===== config.mk =====
export PLATFORM = sky130hd
export DESIGN_NAME = fsi_status_irq
export DESIGN_NICKNAME = d
export VERILOG_FILES = /design/src/logic/fsi_pkg.sv /design/src/logic/fsi_status_irq.sv /design/src/logic/fsi_fwd_port.sv
export SDC_FILE = /design/constraint.sdc
export NUM_CORES = 1
export LEC_CHECK = 0
export BUFFER_PORTS_ARGS = -buffer_cell sky130_fd_sc_hd__buf_2
export CAP_MARGIN = 20
export CORE_MARGIN = 5
export CORE_UTILIZATION = 46
export CTS_BUF_LIST = sky130_fd_sc_hd__clkbuf_8
export DETAILED_ROUTE_END_ITERATION = 8
export GPL_TIMING_DRIVEN = 0
export PLACE_DENSITY = 0.82
export SLEW_MARGIN = 10
export SYNTH_ARGS = -nofsm -noshare
export SYNTH_HDL_FRONTEND = slang
export SYNTH_SLANG_ARGS = --single-unit

===== constraint.sdc =====
create_clock -name pclk -period 1.7 [get_ports pclk]
set_input_delay 0.085 -clock pclk [delete_from_list [all_inputs] [get_ports pclk]]
set_output_delay 0.085 -clock pclk [all_outputs]
set_load 0.05 [all_outputs]

===== src/logic/fsi_pkg.sv =====
// Shared constants for the forwarding status and interrupt aggregation block
package fsi_pkg;

  //==========================================================================
  // Bus shape
  localparam int FSI_AW = 12;
  localparam int FSI_DW = 32;

  //==========================================================================
  // Register indices; byte address is four times the index
  localparam logic [7:0] FSI_IDX_FORWARDING_SYNC_STATUS  = 8'h22;
  localparam logic [7:0] FSI_IDX_IRQ_CTL  = 8'h23;
  localparam logic [7:0] FSI_IDX_IRQ_STS  = 8'h24;
  localparam logic [7:0] FSI_IDX_EVT_STS  = 8'h2A;
  localparam logic [7:0] FSI_IDX_EVT_MASK = 8'h2B;

  //==========================================================================
  // Field positions
  localparam int FSI_BIT_FAIL1   = 3;
  localparam int FSI_BIT_FAIL0   = 2;
  localparam int FSI_BIT_LOCK1   = 1;
  localparam int FSI_BIT_LOCK0   = 0;
  localparam int FSI_BIT_INT_EN  = 7;
  localparam int FSI_BIT_SUMMARY = 7;
  localparam int FSI_BIT_TX1     = 5;
  localparam int FSI_BIT_TX0     = 4;
  localparam int FSI_NUM_RX      = 4;
  localparam int FSI_NUM_SRC     = 3;
  localparam int FSI_NUM_EVT     = 2;

  //==========================================================================
  // Reset values and write masks
  localparam logic [7:0] FSI_CTL_RST      = 8'h00;
  localparam logic [7:0] FSI_CTL_WMASK    = 8'hBF;
  localparam logic [1:0] FSI_EVT_MASK_RST = 2'h0;

  //==========================================================================
  // Synchronized forwarding mode encoding
  typedef enum logic [1:0] {
    FSI_MODE_OFF        = 2'b00,
    FSI_MODE_BASIC      = 2'b01,
    FSI_MODE_INTERLEAVE = 2'b10,
    FSI_MODE_CONCAT     = 2'b11
  } fsi_sync_mode_t;

  function automatic logic fsi_reg_hit(input logic [FSI_AW-1:0] a, input logic [7:0] idx);
    return a == {2'b00, idx, 2'b00};
  endfunction

endpackage


===== src/logic/fsi_status_irq.sv =====
// Forwarding status and interrupt aggregation with an APB register slave
//============================================================================
// Functional notes
// Loss flag sets only after a synchronized frame
// Loss flag clears when read, 1 means failure
// Locked bit follows live engine synchronization
// Locked bit is zero when mode disabled
// Global enable gates the interrupt output; events unmasked in evt_mask still raise it with the enable clear
// Transmit enables at bits 5 and 4
// Receive port n enable at bit n
// Summary set by any enabled pending source
// Summary ignores the global enable
// Transmit pending clears on its event register read
// Receive pending clears after cause registers read
// Interrupt output is summary and global enable, ORed here with any event unmasked in evt_mask
// Host enables one forwarding kind per port
// Mode 00 off, 01/10/11 synchronized kinds
module fsi_status_irq import fsi_pkg::*; (
  input  wire logic                                pclk,
  input  wire logic                                presetn,
  input  wire logic [FSI_AW-1:0]                   paddr,
  input  wire logic                                psel,
  input  wire logic                                penable,
  input  wire logic                                pwrite,
  input  wire logic [FSI_DW-1:0]                   pwdata,
  input  wire logic [3:0]                          pstrb,
  output logic                                     pready,
  output logic [FSI_DW-1:0]                        prdata,
  output logic                                     pslverr,
  input  wire logic [1:0]                          out0_sync_mode,
  input  wire logic [1:0]                          out1_sync_mode,
  input  wire logic [1:0]                          fwd_engine_sync,
  input  wire logic [1:0]                          fwd_frame_sent,
  input  wire logic [1:0]                          tx_event,
  input  wire logic [1:0]                          tx_isr_read,
  input  wire logic [FSI_NUM_RX*FSI_NUM_SRC-1:0]   rx_cause,
  input  wire logic [FSI_NUM_RX*FSI_NUM_SRC-1:0]   rx_src_read,
  output logic                                     out0_locked,
  output logic                                     out1_locked,
  output logic                                     host_irq
);

  typedef struct packed {
    logic [7:0]                          ctl;
    logic [1:0]                          tx_pend;
    logic [FSI_NUM_RX*FSI_NUM_SRC-1:0]   rx_unread;
    logic [FSI_NUM_EVT-1:0]              evt;
    logic [FSI_NUM_EVT-1:0]              evt_mask;
    logic [FSI_DW-1:0]                   rdata;
    logic                                slverr;
  } fsi_agg_state_t;

  fsi_agg_state_t st;
  fsi_agg_state_t next_st;

  logic [1:0]  port_mode [2];
  logic [1:0]  locked;
  logic [1:0]  loss_flag;
  logic [1:0]  loss_pulse;
  logic [1:0]  fail_clear;
  logic [3:0]  rx_pend;
  logic [5:0]  src_pend;
  logic        summary;
  logic        setup;
  logic        done;
  logic        mapped;
  logic        wr_ok;
  logic        rd_fwd;
  logic [7:0]  forwarding_sync_status;
  logic [7:0]  irq_sts;

  //==========================================================================
  // Per port forwarding trackers
  assign port_mode[0] = out0_sync_mode;
  assign port_mode[1] = out1_sync_mode;

  for (genvar g = 0; g < 2; g++) begin : g_port
    fsi_fwd_port u_port (
      .pclk           (pclk),
      .presetn        (presetn),
      .sync_mode      (port_mode[g]),
      .engine_sync    (fwd_engine_sync[g]),
      .frame_sent     (fwd_frame_sent[g]),
      .fail_clear     (fail_clear[g]),
      .locked         (locked[g]),
      .lock_loss_flag (loss_flag[g]),
      .lock_lost      (loss_pulse[g])
    );
  end

  assign out0_locked = locked[0];
  assign out1_locked = locked[1];

  //==========================================================================
  // Source aggregation
  for (genvar p = 0; p < FSI_NUM_RX; p++) begin : g_rx
    // Pending stays up until every register holding a cause has been read
    assign rx_pend[p] = |st.rx_unread[p*FSI_NUM_SRC +: FSI_NUM_SRC];
  end

  assign src_pend = {st.tx_pend, rx_pend};
  // Global enable is deliberately left out of the summary
  assign summary  = |(src_pend & st.ctl[5:0]);
  assign host_irq = (summary && st.ctl[FSI_BIT_INT_EN]) || |(st.evt & st.evt_mask);

  assign forwarding_sync_status = {4'h0, loss_flag, locked};
  assign irq_sts = {summary, 1'b0, src_pend};

  //==========================================================================
  // APB decode
  assign setup   = psel && !penable;
  assign done    = psel && penable;
  assign pready  = done;
  assign prdata  = st.rdata;
  assign pslverr = st.slverr;
  assign mapped  = fsi_reg_hit(paddr, FSI_IDX_FORWARDING_SYNC_STATUS) || fsi_reg_hit(paddr, FSI_IDX_IRQ_CTL) ||
                   fsi_reg_hit(paddr, FSI_IDX_IRQ_STS) || fsi_reg_hit(paddr, FSI_IDX_EVT_STS) ||
                   fsi_reg_hit(paddr, FSI_IDX_EVT_MASK);
  assign wr_ok   = done && pwrite && pstrb[0] && !st.slverr;
  assign rd_fwd  = done && !pwrite && fsi_reg_hit(paddr, FSI_IDX_FORWARDING_SYNC_STATUS);
  // Only flags actually returned are cleared, so a loss arriving after
  // the setup capture is kept for the next read
  assign fail_clear = rd_fwd ? st.rdata[FSI_BIT_FAIL1:FSI_BIT_FAIL0] : 2'b00;

  //==========================================================================
  // Next state
  always_comb begin
    next_st = st;
    // Event sets win over their clears throughout
    next_st.tx_pend   = tx_event | (st.tx_pend & ~tx_isr_read);
    next_st.rx_unread = rx_cause | (st.rx_unread & ~rx_src_read);
    next_st.evt       = loss_pulse | st.evt;
    if (setup) begin
      next_st.slverr = !mapped;
      next_st.rdata  = '0;
      if (!pwrite) begin
        if (fsi_reg_hit(paddr, FSI_IDX_FORWARDING_SYNC_STATUS)) begin
          next_st.rdata[7:0] = forwarding_sync_status;
        end else if (fsi_reg_hit(paddr, FSI_IDX_IRQ_CTL)) begin
          next_st.rdata[7:0] = st.ctl;
        end else if (fsi_reg_hit(paddr, FSI_IDX_IRQ_STS)) begin
          next_st.rdata[7:0] = irq_sts;
        end else if (fsi_reg_hit(paddr, FSI_IDX_EVT_STS)) begin
          next_st.rdata[FSI_NUM_EVT-1:0] = st.evt;
        end else if (fsi_reg_hit(paddr, FSI_IDX_EVT_MASK)) begin
          next_st.rdata[FSI_NUM_EVT-1:0] = st.evt_mask;
        end
      end
    end
    if (wr_ok) begin
      if (fsi_reg_hit(paddr, FSI_IDX_IRQ_CTL)) begin
        next_st.ctl = pwdata[7:0] & FSI_CTL_WMASK;
      end else if (fsi_reg_hit(paddr, FSI_IDX_EVT_STS)) begin
        next_st.evt = loss_pulse | (st.evt & ~pwdata[FSI_NUM_EVT-1:0]);
      end else if (fsi_reg_hit(paddr, FSI_IDX_EVT_MASK)) begin
        next_st.evt_mask = pwdata[FSI_NUM_EVT-1:0];
      end
    end
  end

  always_ff @(posedge pclk or negedge presetn) begin
    if (!presetn) begin
      st          <= '0;
      st.ctl      <= FSI_CTL_RST;
      st.evt_mask <= FSI_EVT_MASK_RST;
    end else begin
      st <= next_st;
    end
  end
endmodule


===== src/logic/fsi_fwd_port.sv =====
// Per output port synchronized forwarding lock and lock loss tracker
module fsi_fwd_port import fsi_pkg::*; (
  input  wire logic       pclk,
  input  wire logic       presetn,
  input  wire logic [1:0] sync_mode,
  input  wire logic       engine_sync,
  input  wire logic       frame_sent,
  input  wire logic       fail_clear,
  output logic            locked,
  output logic            lock_loss_flag,
  output logic            lock_lost
);

  typedef struct packed {
    logic seen;
    logic prev_ok;
    logic fail;
    logic locked;
    logic lost;
  } fsi_port_state_t;

  fsi_port_state_t st;
  fsi_port_state_t next_st;
  logic            enabled;
  logic            loss_now;

  assign enabled  = sync_mode != FSI_MODE_OFF;
  // A drop of the engine's lock only counts once a frame has gone out
  assign loss_now = enabled && st.prev_ok && !engine_sync && st.seen;

  //==========================================================================
  // Next state
  always_comb begin
    next_st         = st;
    next_st.prev_ok = enabled && engine_sync;
    next_st.locked  = enabled && engine_sync;
    next_st.lost    = loss_now;
    if (!enabled) begin
      next_st.seen = 1'b0;
    end else if (frame_sent && engine_sync) begin
      next_st.seen = 1'b1;
    end
    // Set wins over the read clear so a loss in the read cycle survives
    if (loss_now) begin
      next_st.fail = 1'b1;
    end else if (fail_clear) begin
      next_st.fail = 1'b0;
    end
  end

  always_ff @(posedge pclk or negedge presetn) begin
    if (!presetn) begin
      st <= '0;
    end else begin
      st <= next_st;
    end
  end

  assign locked         = st.locked;
  assign lock_loss_flag = st.fail;
  assign lock_lost      = st.lost;
endmodule


==> metrics, run 1 <==
status=finished, violations left; failing checks=setup timing; max-slew violations=0; cell area after layout=3090 sq um; most common cell after layout, fill and taps aside=buf_2; worst slack, placed=-320 ps; Cell Rows=25; max_cap viols=0; Final WS setup=-157 ps; Syn. warnings=0; first-pass GRT wire length=around 8.4 mm; Reg clk slew, reported paths=70 ps; crit path launch type=flop; Power Dens Cells=between 700 and 800 nW/um^2; Cell variety after synth=41; total wire length=between 5 and 6 mm; Initial Util=between 40% and 50%; largest net degree at the start of global routing=42; Fmax=0.538 GHz; Fin. Hold Viols=0; Lkg Pwr=between 1.5 and 2 nW; RePlAce Congestion=~0.9; Vert. Die Dim=~79 um; period utilization=109%; grt peak-use layer=met2; fraction of layout instances using a drive strength above 1=about 39%; RSZ-0062 raised after global routing=yes; sequential cell area fraction in the yosys report=between 40 and 50%; Detail Placement HPWL=4.19 mm; # IOs=between 100 and 150; Final Setup Violations=1; worst skew pair latency=about 300 ps; CP Cell Sequence=or3_4 > a222oi_1 > and4_1 > o21ai_2 > buf_6; maximum clock path buffer count=2; Slowest-stage cell, CP=or3_4; Overflow after GRT=0; setup TNS=-157 ps; gr usage total=between 10% and 20%; area of the core=4690 sq um; antenna cells=0; antenna violations before repair=0; Buffers on Ports=72; worst hold slack=about 16 ps; #FFs+latches synth=approximately 40; relative slew slack=a little over two fifths; drt drc=0; Layout Utilization=65.9%; worst endpoint required time=about 1600 ps; clock sinks=41; vias=1946; P&R area growth vs syn=39.5%; Detail Route Antenna Nets=0; Num CTS Buffers=5; average size of a mapped cell=just over 10 sq um; Synth Cell Area=around 2200 sq um; vias in the first global route=1882; drt first-iter violations=~120; Clock Skew=about 9 ps; met1 usage=20.6%; met2 Resource Use GR=between 20% and 30%; met3 Track Usage GR=6.09%; die area=about 6300 sq um; Worst Setup Path Type=flop to primary output; CTS tree=yes; Peak VDD IR=roughly 600 uV; Die X-Extent=about 79 um; cell count after synthesis=around 220; worst-margin pin slew=864 ps; CP Capture Type=primary output; drt first pass iters=4; nets=approximately 430; leading cell types in the layout, fill and taps excluded=71 x buf_2, 40 x dfrtp_1, 35 x buf_4; worst hold-check path type=input pin to flop; placed cell area=roughly 2700 sq um; crit path max fanout=2; critical path data arrival time=roughly 1800 ps; Vias/cell=4.90; H-tree Lvls=2; Fillers=between 300 and 400; clock root cell=clkbuf_8; Min Clock Period, post-route=around 1900 ps; WL/cell=~14 um; max incr delay on CP=roughly 400 ps
[area by class of cell]
type	count	area (sq um)	share of cell area [%]
flip-flops and latches	41	1030	33.2
multi-input cells	146	988	32.0
repair buffers	92	569	18.4
plain buffers	35	251	8.14
inverters	21	78.8	2.55
clock buffers	5	68.8	2.23
well taps	54	67.6	2.19
clock inverters	3	38.8	1.26
[power breakdown]
group | internal, mW | switching, mW
Clock | 0.430 | 0.332
Combinational | 0.169 | 0.267
Sequential | 1.02 | 0.0261
Total | 1.62 | 0.625
[kinds of logic after synthesis]
kind of cell	after synthesis	synth area share (%)
compound gates	48	16.3
buf+inv	56	14.9
flops	41	46.3
mux	11	5.82
other cells	1	0.169
simple gates	62	16.5
[registers in the layout, indices dropped and copies added, names as in the netlist]
| signal | cells |
|---|---|
| g_port.u_port.lock_loss_flag | 2 |
| g_port.u_port.lock_lost | 2 |
| g_port.u_port.st | 4 |
| irq_sts | 2 |
| prdata | 7 |
| pslverr | 1 |
| st | 23 |
[through the flow]
step           total power, mW  instances
6_report                  2.24        397
5_1_grt                   2.33        397
4_1_cts                   2.24        396
3_5_place_dp              1.46        369
3_3_place_gp              1.46        369
2_1_floorplan             1.34        243
[Yosys cell counts (all sizes together)]
master / instances / share of area, %
o31ai: 2 / 0.68
inv: 21 / 3.6
or4b: 1 / 0.62
dfrtp: 41 / 46
nor3: 11 / 2.5
a22oi: 2 / 0.68
conb: 1 / 0.17
nor4b: 1 / 0.40
mux2i: 2 / 0.90
o21ai: 4 / 0.90
buf: 32 / 11
mux2: 9 / 4.9
nor4: 2 / 0.85
o311ai: 1 / 0.40
nand2: 9 / 1.5
or2: 1 / 0.40
nor3b: 1 / 0.34
nor2b: 5 / 1.4
a21o: 18 / 6.1
or4: 1 / 0.34
o31a: 1 / 0.40
and4: 1 / 0.40
nand2b: 11 / 3.1
or3: 4 / 1.4
o41ai: 5 / 2.0
a2bb2oi: 3 / 1.2
nand4: 2 / 0.56
a222oi: 1 / 0.45
a22o: 4 / 1.6
nand3: 3 / 0.68
nor2: 7 / 1.3
o2111ai: 2 / 0.79
a21oi: 5 / 1.1
and3b: 1 / 0.40
and2: 1 / 0.28
clkbuf: 3 / 0.51
[critical path, delay by kind of cell, from the launching register on]
kind / cells / cell delay [ps]
and+or+nand+nor: 2 / 670
DFF: 1 / 380
AOI/OAI and AO/OA: 2 / 270
buffers and inverters: 1 / 160
[path summary, 6_finish.rpt]
| check | startpoint | to | slack, ps | cells after the start |
|---|---|---|---|---|
| setup / recovery | st[39] | host_irq | -160 | 5 |
| setup reg to reg | pslverr | st[52] | 20 | 6 |
| max in group asynchronous | presetn | pslverr | 670 | 2 |
| hold / removal | fwd_engine_sync[1] | g_port[1].u_port.lock_lost | 20 | 2 |
| min in group asynchronous | presetn | st[35] | 440 | 2 |
| hold reg to reg | g_port[0].u_port.lock_lost | st[35] | 430 | 1 |
[per-layer routing]
layer | vias up | wire (um)
met2 | 83 | 2700
li1 | 958 | -
met1 | 899 | 2150
met3 | 6 | 559
met4 | 0 | 58
met5 | - | 0
[what timing repair did]
action                                 CTS  global route
gates resized for setup                  5             7
setup buffers                            3             1
cloned                                   0             0
setup endpoints to repair               10            10
pin swaps                                4             2
hold buffers                            16             0
endpoints found under the hold margin   56             0
Note: power is estimated with default switching activity, not from simulation.
==> inputs of run 2 (changes only) <==
--- a/config.mk
+++ b/config.mk
@@ -5,6 +5,7 @@
 export SDC_FILE = /design/constraint.sdc
 export NUM_CORES = 1
 export LEC_CHECK = 0
+export ABC_AREA = 1
 export BUFFER_PORTS_ARGS = -buffer_cell sky130_fd_sc_hd__buf_2
 export CAP_MARGIN = 20
 export CORE_MARGIN = 5
@@ -12,6 +13,7 @@
 export CTS_BUF_LIST = sky130_fd_sc_hd__clkbuf_8
 export DETAILED_ROUTE_END_ITERATION = 8
 export GPL_TIMING_DRIVEN = 0
+export HOLD_SLACK_MARGIN = 0.15
 export PLACE_DENSITY = 0.82
 export SLEW_MARGIN = 10
 export SYNTH_ARGS = -nofsm -noshare
==> run 2 against run 1 <==
  * The run now ends clean
  * Highest routed layer unchanged
  * Synthesized area is 0.11% lower
  * Clock power rose by 4.6%
  * Largest power group unchanged
  * Sequential share of layout area is 2.4 points lower
  * Non-clock buffer count grew 26
  * Cell area up 7.8%
  * Clock-buffer cell count unchanged
  * Critical path depth up 2
  * Critical endpoint unchanged
==> metrics, run 2 <==
nets=511 (+19%); Clock Skew=13.8 ps (+4.74 ps); maximum clock path buffer count=2 (unchanged); average size of a mapped cell=8.16 sq um (-19%); worst hold slack=180 ps (+164 ps); largest net degree at the start of global routing=42 (unchanged); Power Dens Cells=693 nW/um^2 (-4.4%); relative slew slack=39.8% (-2.6 points); most common cell after layout, fill and taps aside=buf_2; Buffers on Ports=72 (unchanged); #FFs+latches synth=41 (unchanged); vias=2163 (+11%); post-synthesis xor/xnor area fraction=0% (unchanged); Reg-to-Reg Start=g_port[1].u_port.st[3]; leading cell types in the layout, fill and taps excluded=71 x buf_2, 49 x nand2_1, 48 x dlygate4sd3_1; Final Setup Violations=0 (-1); total setup buffers inserted after CTS=0 (-3); Syn. warnings=0 (unchanged); area of the core=4690 sq um (unchanged); Initial Util=47.1% (-0.053 points); worst hold-check path type=input pin to flop; RePlAce Congestion=0.865 (-2.2%); Vias/cell=4.53 (-7.5%); crit path launch type=flop; max incr delay on CP=380 ps (about the same); WL/cell=11.7 um (-15%); Reg clk slew, reported paths=80 ps (about the same); Die X-Extent=79.3 um (about the same); Synth Cell Area=2210 sq um (-0.11%); Synth Area in Simple Gates=23.1% (+6.6 points); first-pass GRT wire length=9.25 mm (+10%); Fmax=0.618 GHz (+15%); Setup crit end=host_irq; Vert. Die Dim=79.3 um (about the same); Tot Pwr=2.31 mW (+3.1%); top_reg_cell synth=dfrtp_1; worst skew pair latency=300 ps (about the same); total wire length=5.59 mm (+2.4%); Post-synth EDFFs=0 (unchanged); Synth area leaders=dfrtp_1 46%, buf_4 11%, nand2_1 8.3%, inv_1 7.0%, o21bai_1 4.8%; antenna violations before repair=0 (unchanged); Worst R2R Path Depth=3 (-3); die area=6300 sq um (-0.10%); Synth async-reset ratio=100% (unchanged); Peak VDD IR=529 uV (-14%); clock sinks=41 (unchanged); post-synth top area cell=dfrtp_1; setup TNS=0 ps (+157 ps); Worst setup startpoint=st[39]; drt drc=0 (unchanged); Lkg Pwr=1.87 nW (+15%); fraction of layout instances using a drive strength above 1=29.3% (-9.5 points); drt first pass iters=4 (unchanged); RSZ-0062 raised after global routing=no; Worst Setup Path Type=flop to primary output; gr usage total=18.8% (+1.8 points); max-slew violations=0 (unchanged); Detail Route Antenna Nets=0 (unchanged); sequential cell area fraction in the yosys report=46.4% (+0.052 points); R2R Setup Slk=240 ps (+220 ps); CP Cell Sequence=inv_1 > nand3_1 > nand2_1 > nand3_1 > o21ai_1 > nand3_1 > buf_6; most frequent cell after synthesis=nand2_1; Worst path most repeated cell=nand3_1; Cell variety after synth=26 (-37%); Fin. Hold Viols=0 (unchanged); worst-margin pin slew=903 ps (+39.2 ps); top cell type's share of synthesized area=46.4% (+0.052 points); crit path max fanout=2 (unchanged); CP Capture Type=primary output; worst endpoint required time=1620 ps (about the same); Compound-Gate Fraction of Synth Area=11.5% (-4.8 points); P&R area growth vs syn=50.6%; met2 Resource Use GR=35.3% (+7.0 points); largest family of logic cells by synthesized area=simple AND/OR/NAND/NOR gates; met1 usage=20.4% (-0.20 points); clock root cell=clkbuf_8; max_cap viols=0 (unchanged); CTS tree=yes; period utilization=95.2% (-14 points); Min Clock Period, post-route=1620 ps (-238 ps); met3 Track Usage GR=5.33% (-0.77 points); register area=1030 sq um (-0.12%); max FFs per register=23 (unchanged); # IOs=126 (unchanged); Most flops, register=st; FF-to-FF End=g_port[1].u_port.lock_lost; status=finished, final reports clean; Cell Rows=25 (unchanged); Fillers=372 (-2.4%); post-synthesis adder-cell area fraction=0% (unchanged); Overflow after GRT=0 (unchanged); antenna cells=0 (unchanged); H-tree Lvls=2 (unchanged); Multi-input gate area=858 sq um (-13%); top post-synthesis cells by count=49 x nand2_1, 41 x dfrtp_1, 41 x inv_1; grt peak-use layer=met2; Detail Placement HPWL=3.78 mm (-9.9%); cell count after synthesis=271 (+24%); drt first-iter violations=153 (+33%); Num CTS Buffers=5 (unchanged); vias in the first global route=2145 (+14%); mux share of post-synthesis cell area=0% (-5.8 points); Slowest-stage cell, CP=dfrtp_1; critical path data arrival time=1530 ps (-240 ps)
==> run 2: cell types whose count changed after synthesis, moves of 5 or more <==
cell      delta
inv_1       +20
mux2_2       -7
a21o_1      -16
nand2_1     +40
nor2_1      +18
o21bai_1    +14
nor3_1       -8
o21ai_0      +7
o41ai_1      -5
nand2b_1    -11
nand3_1     +15
nor2b_1      -5
==> run 2: final cells by class <==
type                    count  area share, %
well taps                  54           2.03
plain buffers              33           7.55
repair buffers            120           25.4
inverters                  44           4.99
flip-flops and latches     41           30.8
multi-input cells         177           25.8
clock buffers               5           2.07
clock inverters             3           1.39
==> run 2: worst min path at each step <==
| stage | depth (start not counted) | slack, ps | startpoint | end |
|---|---|---|---|---|
| floorplan | 0 | -210 | presetn | g_port[0].u_port.lock_loss_flag |
| global route | 5 | 180 | psel | pslverr |
| global placement | 1 | 260 | presetn | st[44] |
| finish | 5 | 180 | psel | pslverr |
| detailed placement | 1 | 270 | presetn | st[44] |
| CTS | 5 | 170 | psel | pslverr |
==> run 2: through the flow <==
| step | setup slack, ps | utilization (%) | area [sq um] | std cells |
|---|---|---|---|---|
| 5_1_grt | 11.8 | 71.0 | 3330 | 477 |
| 2_1_floorplan | 355 | - | 2300 | 295 |
| 3_5_place_dp | 343 | 58.2 | 2730 | 421 |
| 6_report | 81.1 | 71.0 | 3330 | 477 |
| 4_1_cts | 6.90 | 70.9 | 3330 | 477 |
| 3_3_place_gp | 372 | 58.2 | 2730 | 421 |
==> run 2: logic make-up after synthesis <==
| family | after synthesis |
|---|---|
| and+or+nand+nor | 111 |
| DFF | 41 |
| buffers and inverters | 77 |
| other | 1 |
| AOI/OAI and AO/OA | 41 |
==> run 2: critical path, delay by kind of cell (launching register included) <==
kind,cells,cell delay (ps)
AO/OA/AOI/OAI,1,170
AND/OR/NAND/NOR,4,420
flip-flops,1,380
buffers and inverters,2,260
==> run 2: power by group <==
| part | internal, mW | total, mW | switching [mW] | leakage, nW |
|---|---|---|---|---|
| clock network | 0.440 | 0.797 | 0.357 | 0.0543 |
| registers | 1.01 | 1.02 | 0.0124 | 0.476 |
| logic | 0.207 | 0.489 | 0.282 | 1.34 |
| total | 1.66 | 2.31 | 0.652 | 1.87 |
==> run 2: repair_timing <==
item	4_1_cts	5_1_grt
endpoints found under the setup margin	0	1
hold buffers	48	0
gates resized for setup	0	4
hold endpoints to repair	79	0
==> run 2: per-layer routing <==
metal  share of wire (%)  wire length (um)
met1                  40              2210
met2                  51              2860
met3                 8.0               445
met4                 1.3                71
met5                   0                 0
==> inputs of run 3 (changes only) <==
--- a/config.mk
+++ b/config.mk
@@ -9,12 +9,12 @@
 export BUFFER_PORTS_ARGS = -buffer_cell sky130_fd_sc_hd__buf_2
 export CAP_MARGIN = 20
 export CORE_MARGIN = 5
-export CORE_UTILIZATION = 46
+export CORE_UTILIZATION = 30
 export CTS_BUF_LIST = sky130_fd_sc_hd__clkbuf_8
 export DETAILED_ROUTE_END_ITERATION = 8
 export GPL_TIMING_DRIVEN = 0
 export HOLD_SLACK_MARGIN = 0.15
-export PLACE_DENSITY = 0.82
+export PLACE_DENSITY = 0.57
 export SLEW_MARGIN = 10
 export SYNTH_ARGS = -nofsm -noshare
 export SYNTH_HDL_FRONTEND = slang
==> run 3 against run 2 <==
  * Flip-flop and latch count unchanged
  * Via count down 2.0%
  * Critical path depth unchanged
  * Sequential share of layout area down 0.68 points
  * Die area up 46%
  * Register-to-register slack better by 190 ps
  * Largest cell class unchanged
  * Largest power group unchanged
==> metrics, run 3 (synthesis gave the netlist of run 2 again) <==
WL/cell=10.6 um (-9.9%); Post-Place Cells=466 (+11%); max_cap viols=0 (unchanged); Lkg Pwr=1.88 nW (+0.46%); RePlAce Congestion=0.815 (-5.8%); Worst path most repeated cell=nand3_2; nets=511 (unchanged); Detail Placement HPWL=4.20 mm (+11%); fraction of layout instances using a drive strength above 1=30.0% (+0.71 points); CTS tree=yes; worst-margin pin slew=924 ps (+21.2 ps); relative slew slack=38.4% (-1.4 points); Most flops, register=st; max FFs per register=23 (unchanged); total wire length=5.51 mm (-1.4%); Initial Util=30.7% (-16 points); Setup crit end=host_irq; Buffers on Ports=72 (unchanged); Num CTS Buffers=5 (unchanged); worst hold-check path type=input pin to flop; Worst Setup Path Type=flop to primary output; crit path launch type=flop; Cell Rows=31 (+24%); max incr delay on CP=380 ps (about the same); cell area after layout=3410 sq um (+2.3%); CP Capture Type=primary output; drt drc=0 (unchanged); critical path data arrival time=1490 ps (-40 ps); drt first-iter violations=93 (-39%); Tot Pwr=2.33 mW (+1.0%); final std cells w/o fill=522 (+9.4%); worst endpoint required time=1620 ps (about the same); period utilization=92.7% (-2.5 points); setup TNS=0 ps (unchanged); Reg clk slew, reported paths=80 ps (about the same); Clock Skew=4.87 ps (-8.91 ps); Vias/cell=4.06 (-10%); Die X-Extent=95.9 um (+21%); Fmax=0.634 GHz (+2.7%); placed cell area=2790 sq um (+2.1%); Overflow after GRT=0 (unchanged); antenna cells=0 (unchanged); Worst Hold Depth=5 (unchanged); gr usage total=12.4% (-6.4 points); CP Cell Sequence=inv_1 > nand3_1 > nand2_1 > nand3_2 > o21ai_2 > nand3_2 > buf_6; status=finished, final reports clean; Worst setup startpoint=st[40]; Vert. Die Dim=95.9 um (+21%); antenna violations before repair=0 (unchanged); Slowest-stage cell, CP=dfrtp_1; max-slew violations=0 (unchanged); Final Setup Violations=0 (unchanged); die area=9190 sq um (+46%); worst hold slack=173 ps (-7.57 ps); worst skew pair latency=290 ps (about the same); Reg-to-Reg Start=pslverr; R2R Setup Slk=430 ps (+190 ps); clock sinks=41 (unchanged); Fillers=740 (+99%); H-tree Lvls=2 (unchanged); Min Clock Period, post-route=1580 ps (-42.9 ps); largest net degree at the start of global routing=42 (unchanged); vias=2120 (-2.0%); FF-to-FF End=st[35]; leading cell types in the layout, fill and taps excluded=71 x buf_2, 49 x nand2_1, 48 x dlygate4sd3_1; maximum clock path buffer count=2 (unchanged); first-pass GRT wire length=8.85 mm (-4.4%); Detail Route Antenna Nets=0 (unchanged); clock root cell=clkbuf_8; Worst R2R Path Depth=6 (+3); vias in the first global route=2016 (-6.0%); drt first pass iters=4 (unchanged); Peak VDD IR=282 uV (-47%); P&R area growth vs syn=54.0%; most common cell after layout, fill and taps aside=buf_2; # IOs=126 (unchanged); Fin. Hold Viols=0 (unchanged); Power Dens Cells=685 nW/um^2 (-1.2%); RSZ-0062 raised after global routing=no; area of the core=7210 sq um (+54%); crit path max fanout=2 (unchanged)
-- run 3: changes by cell type in the layout (fill, tap and decap cells not counted), sizes merged --
cell    delta
clkbuf     +1
clkinv     -1
-- run 3: through the flow --
stage / utilization, % / setup WS (ps)
final: 47.2 / 124
after CTS: 47.0 / 57.9
after floorplan: - / 355
after detailed placement: 38.6 / 322
after global routing: 47.2 / 6.22
after global placement: 38.6 / 317
-- run 3: layer usage --
metal	part of all wire, %	vias up	GRT usage (%)
li1	-	1104	-
met1	43	946	15.7
met2	49	64	21.4
met3	6.6	6	2.42
met4	1.2	0	3.55
met5	0	-	0
-- run 3: report_power, final --
group          switching (mW)  total (mW)  leakage (nW)  internal (mW)
registers              0.0120        1.02         0.476           1.01
logic                   0.279       0.488          1.35          0.209
clock network           0.345       0.822        0.0574          0.477
-- run 3: critical path: cells and delay by family, from the launching register on --
kind,cells,cell delay [ps]
and+or+nand+nor,4,420
DFF,1,380
AOI/OAI and AO/OA,1,160
buffers and inverters,2,230
-- run 3: worst min-delay path by stage --
stage / startpoint / to / slack, ps
final: psel / pslverr / 170
after global routing: psel / pslverr / 210
after CTS: psel / pslverr / 160
after detailed placement: rx_src_read[11] / st[48] / 270
after global placement: rx_src_read[11] / st[48] / 270
after floorplan: presetn / g_port[0].u_port.lock_loss_flag / -210
-- run 3: final cells by class --
type	instances	area [sq um]	share of cell area [%]
well taps	99	124	3.64
inverters	44	166	4.88
multi-input cells	177	872	25.6
plain buffers	33	251	7.38
clock inverters	2	37.5	1.10
repair buffers	120	847	24.9
flip-flops and latches	41	1030	30.1
clock buffers	6	82.6	2.42
-- run 3: what timing repair did --
action / 4_1_cts / 5_1_grt
endpoints found under the hold margin: 79 / 0
gates cloned: 0 / 0
resized for setup: 2 / 4
hold buffers: 48 / 0
buffers inserted: 0 / 0
pin swaps: 0 / 2
setup endpoints to repair: 1 / 1
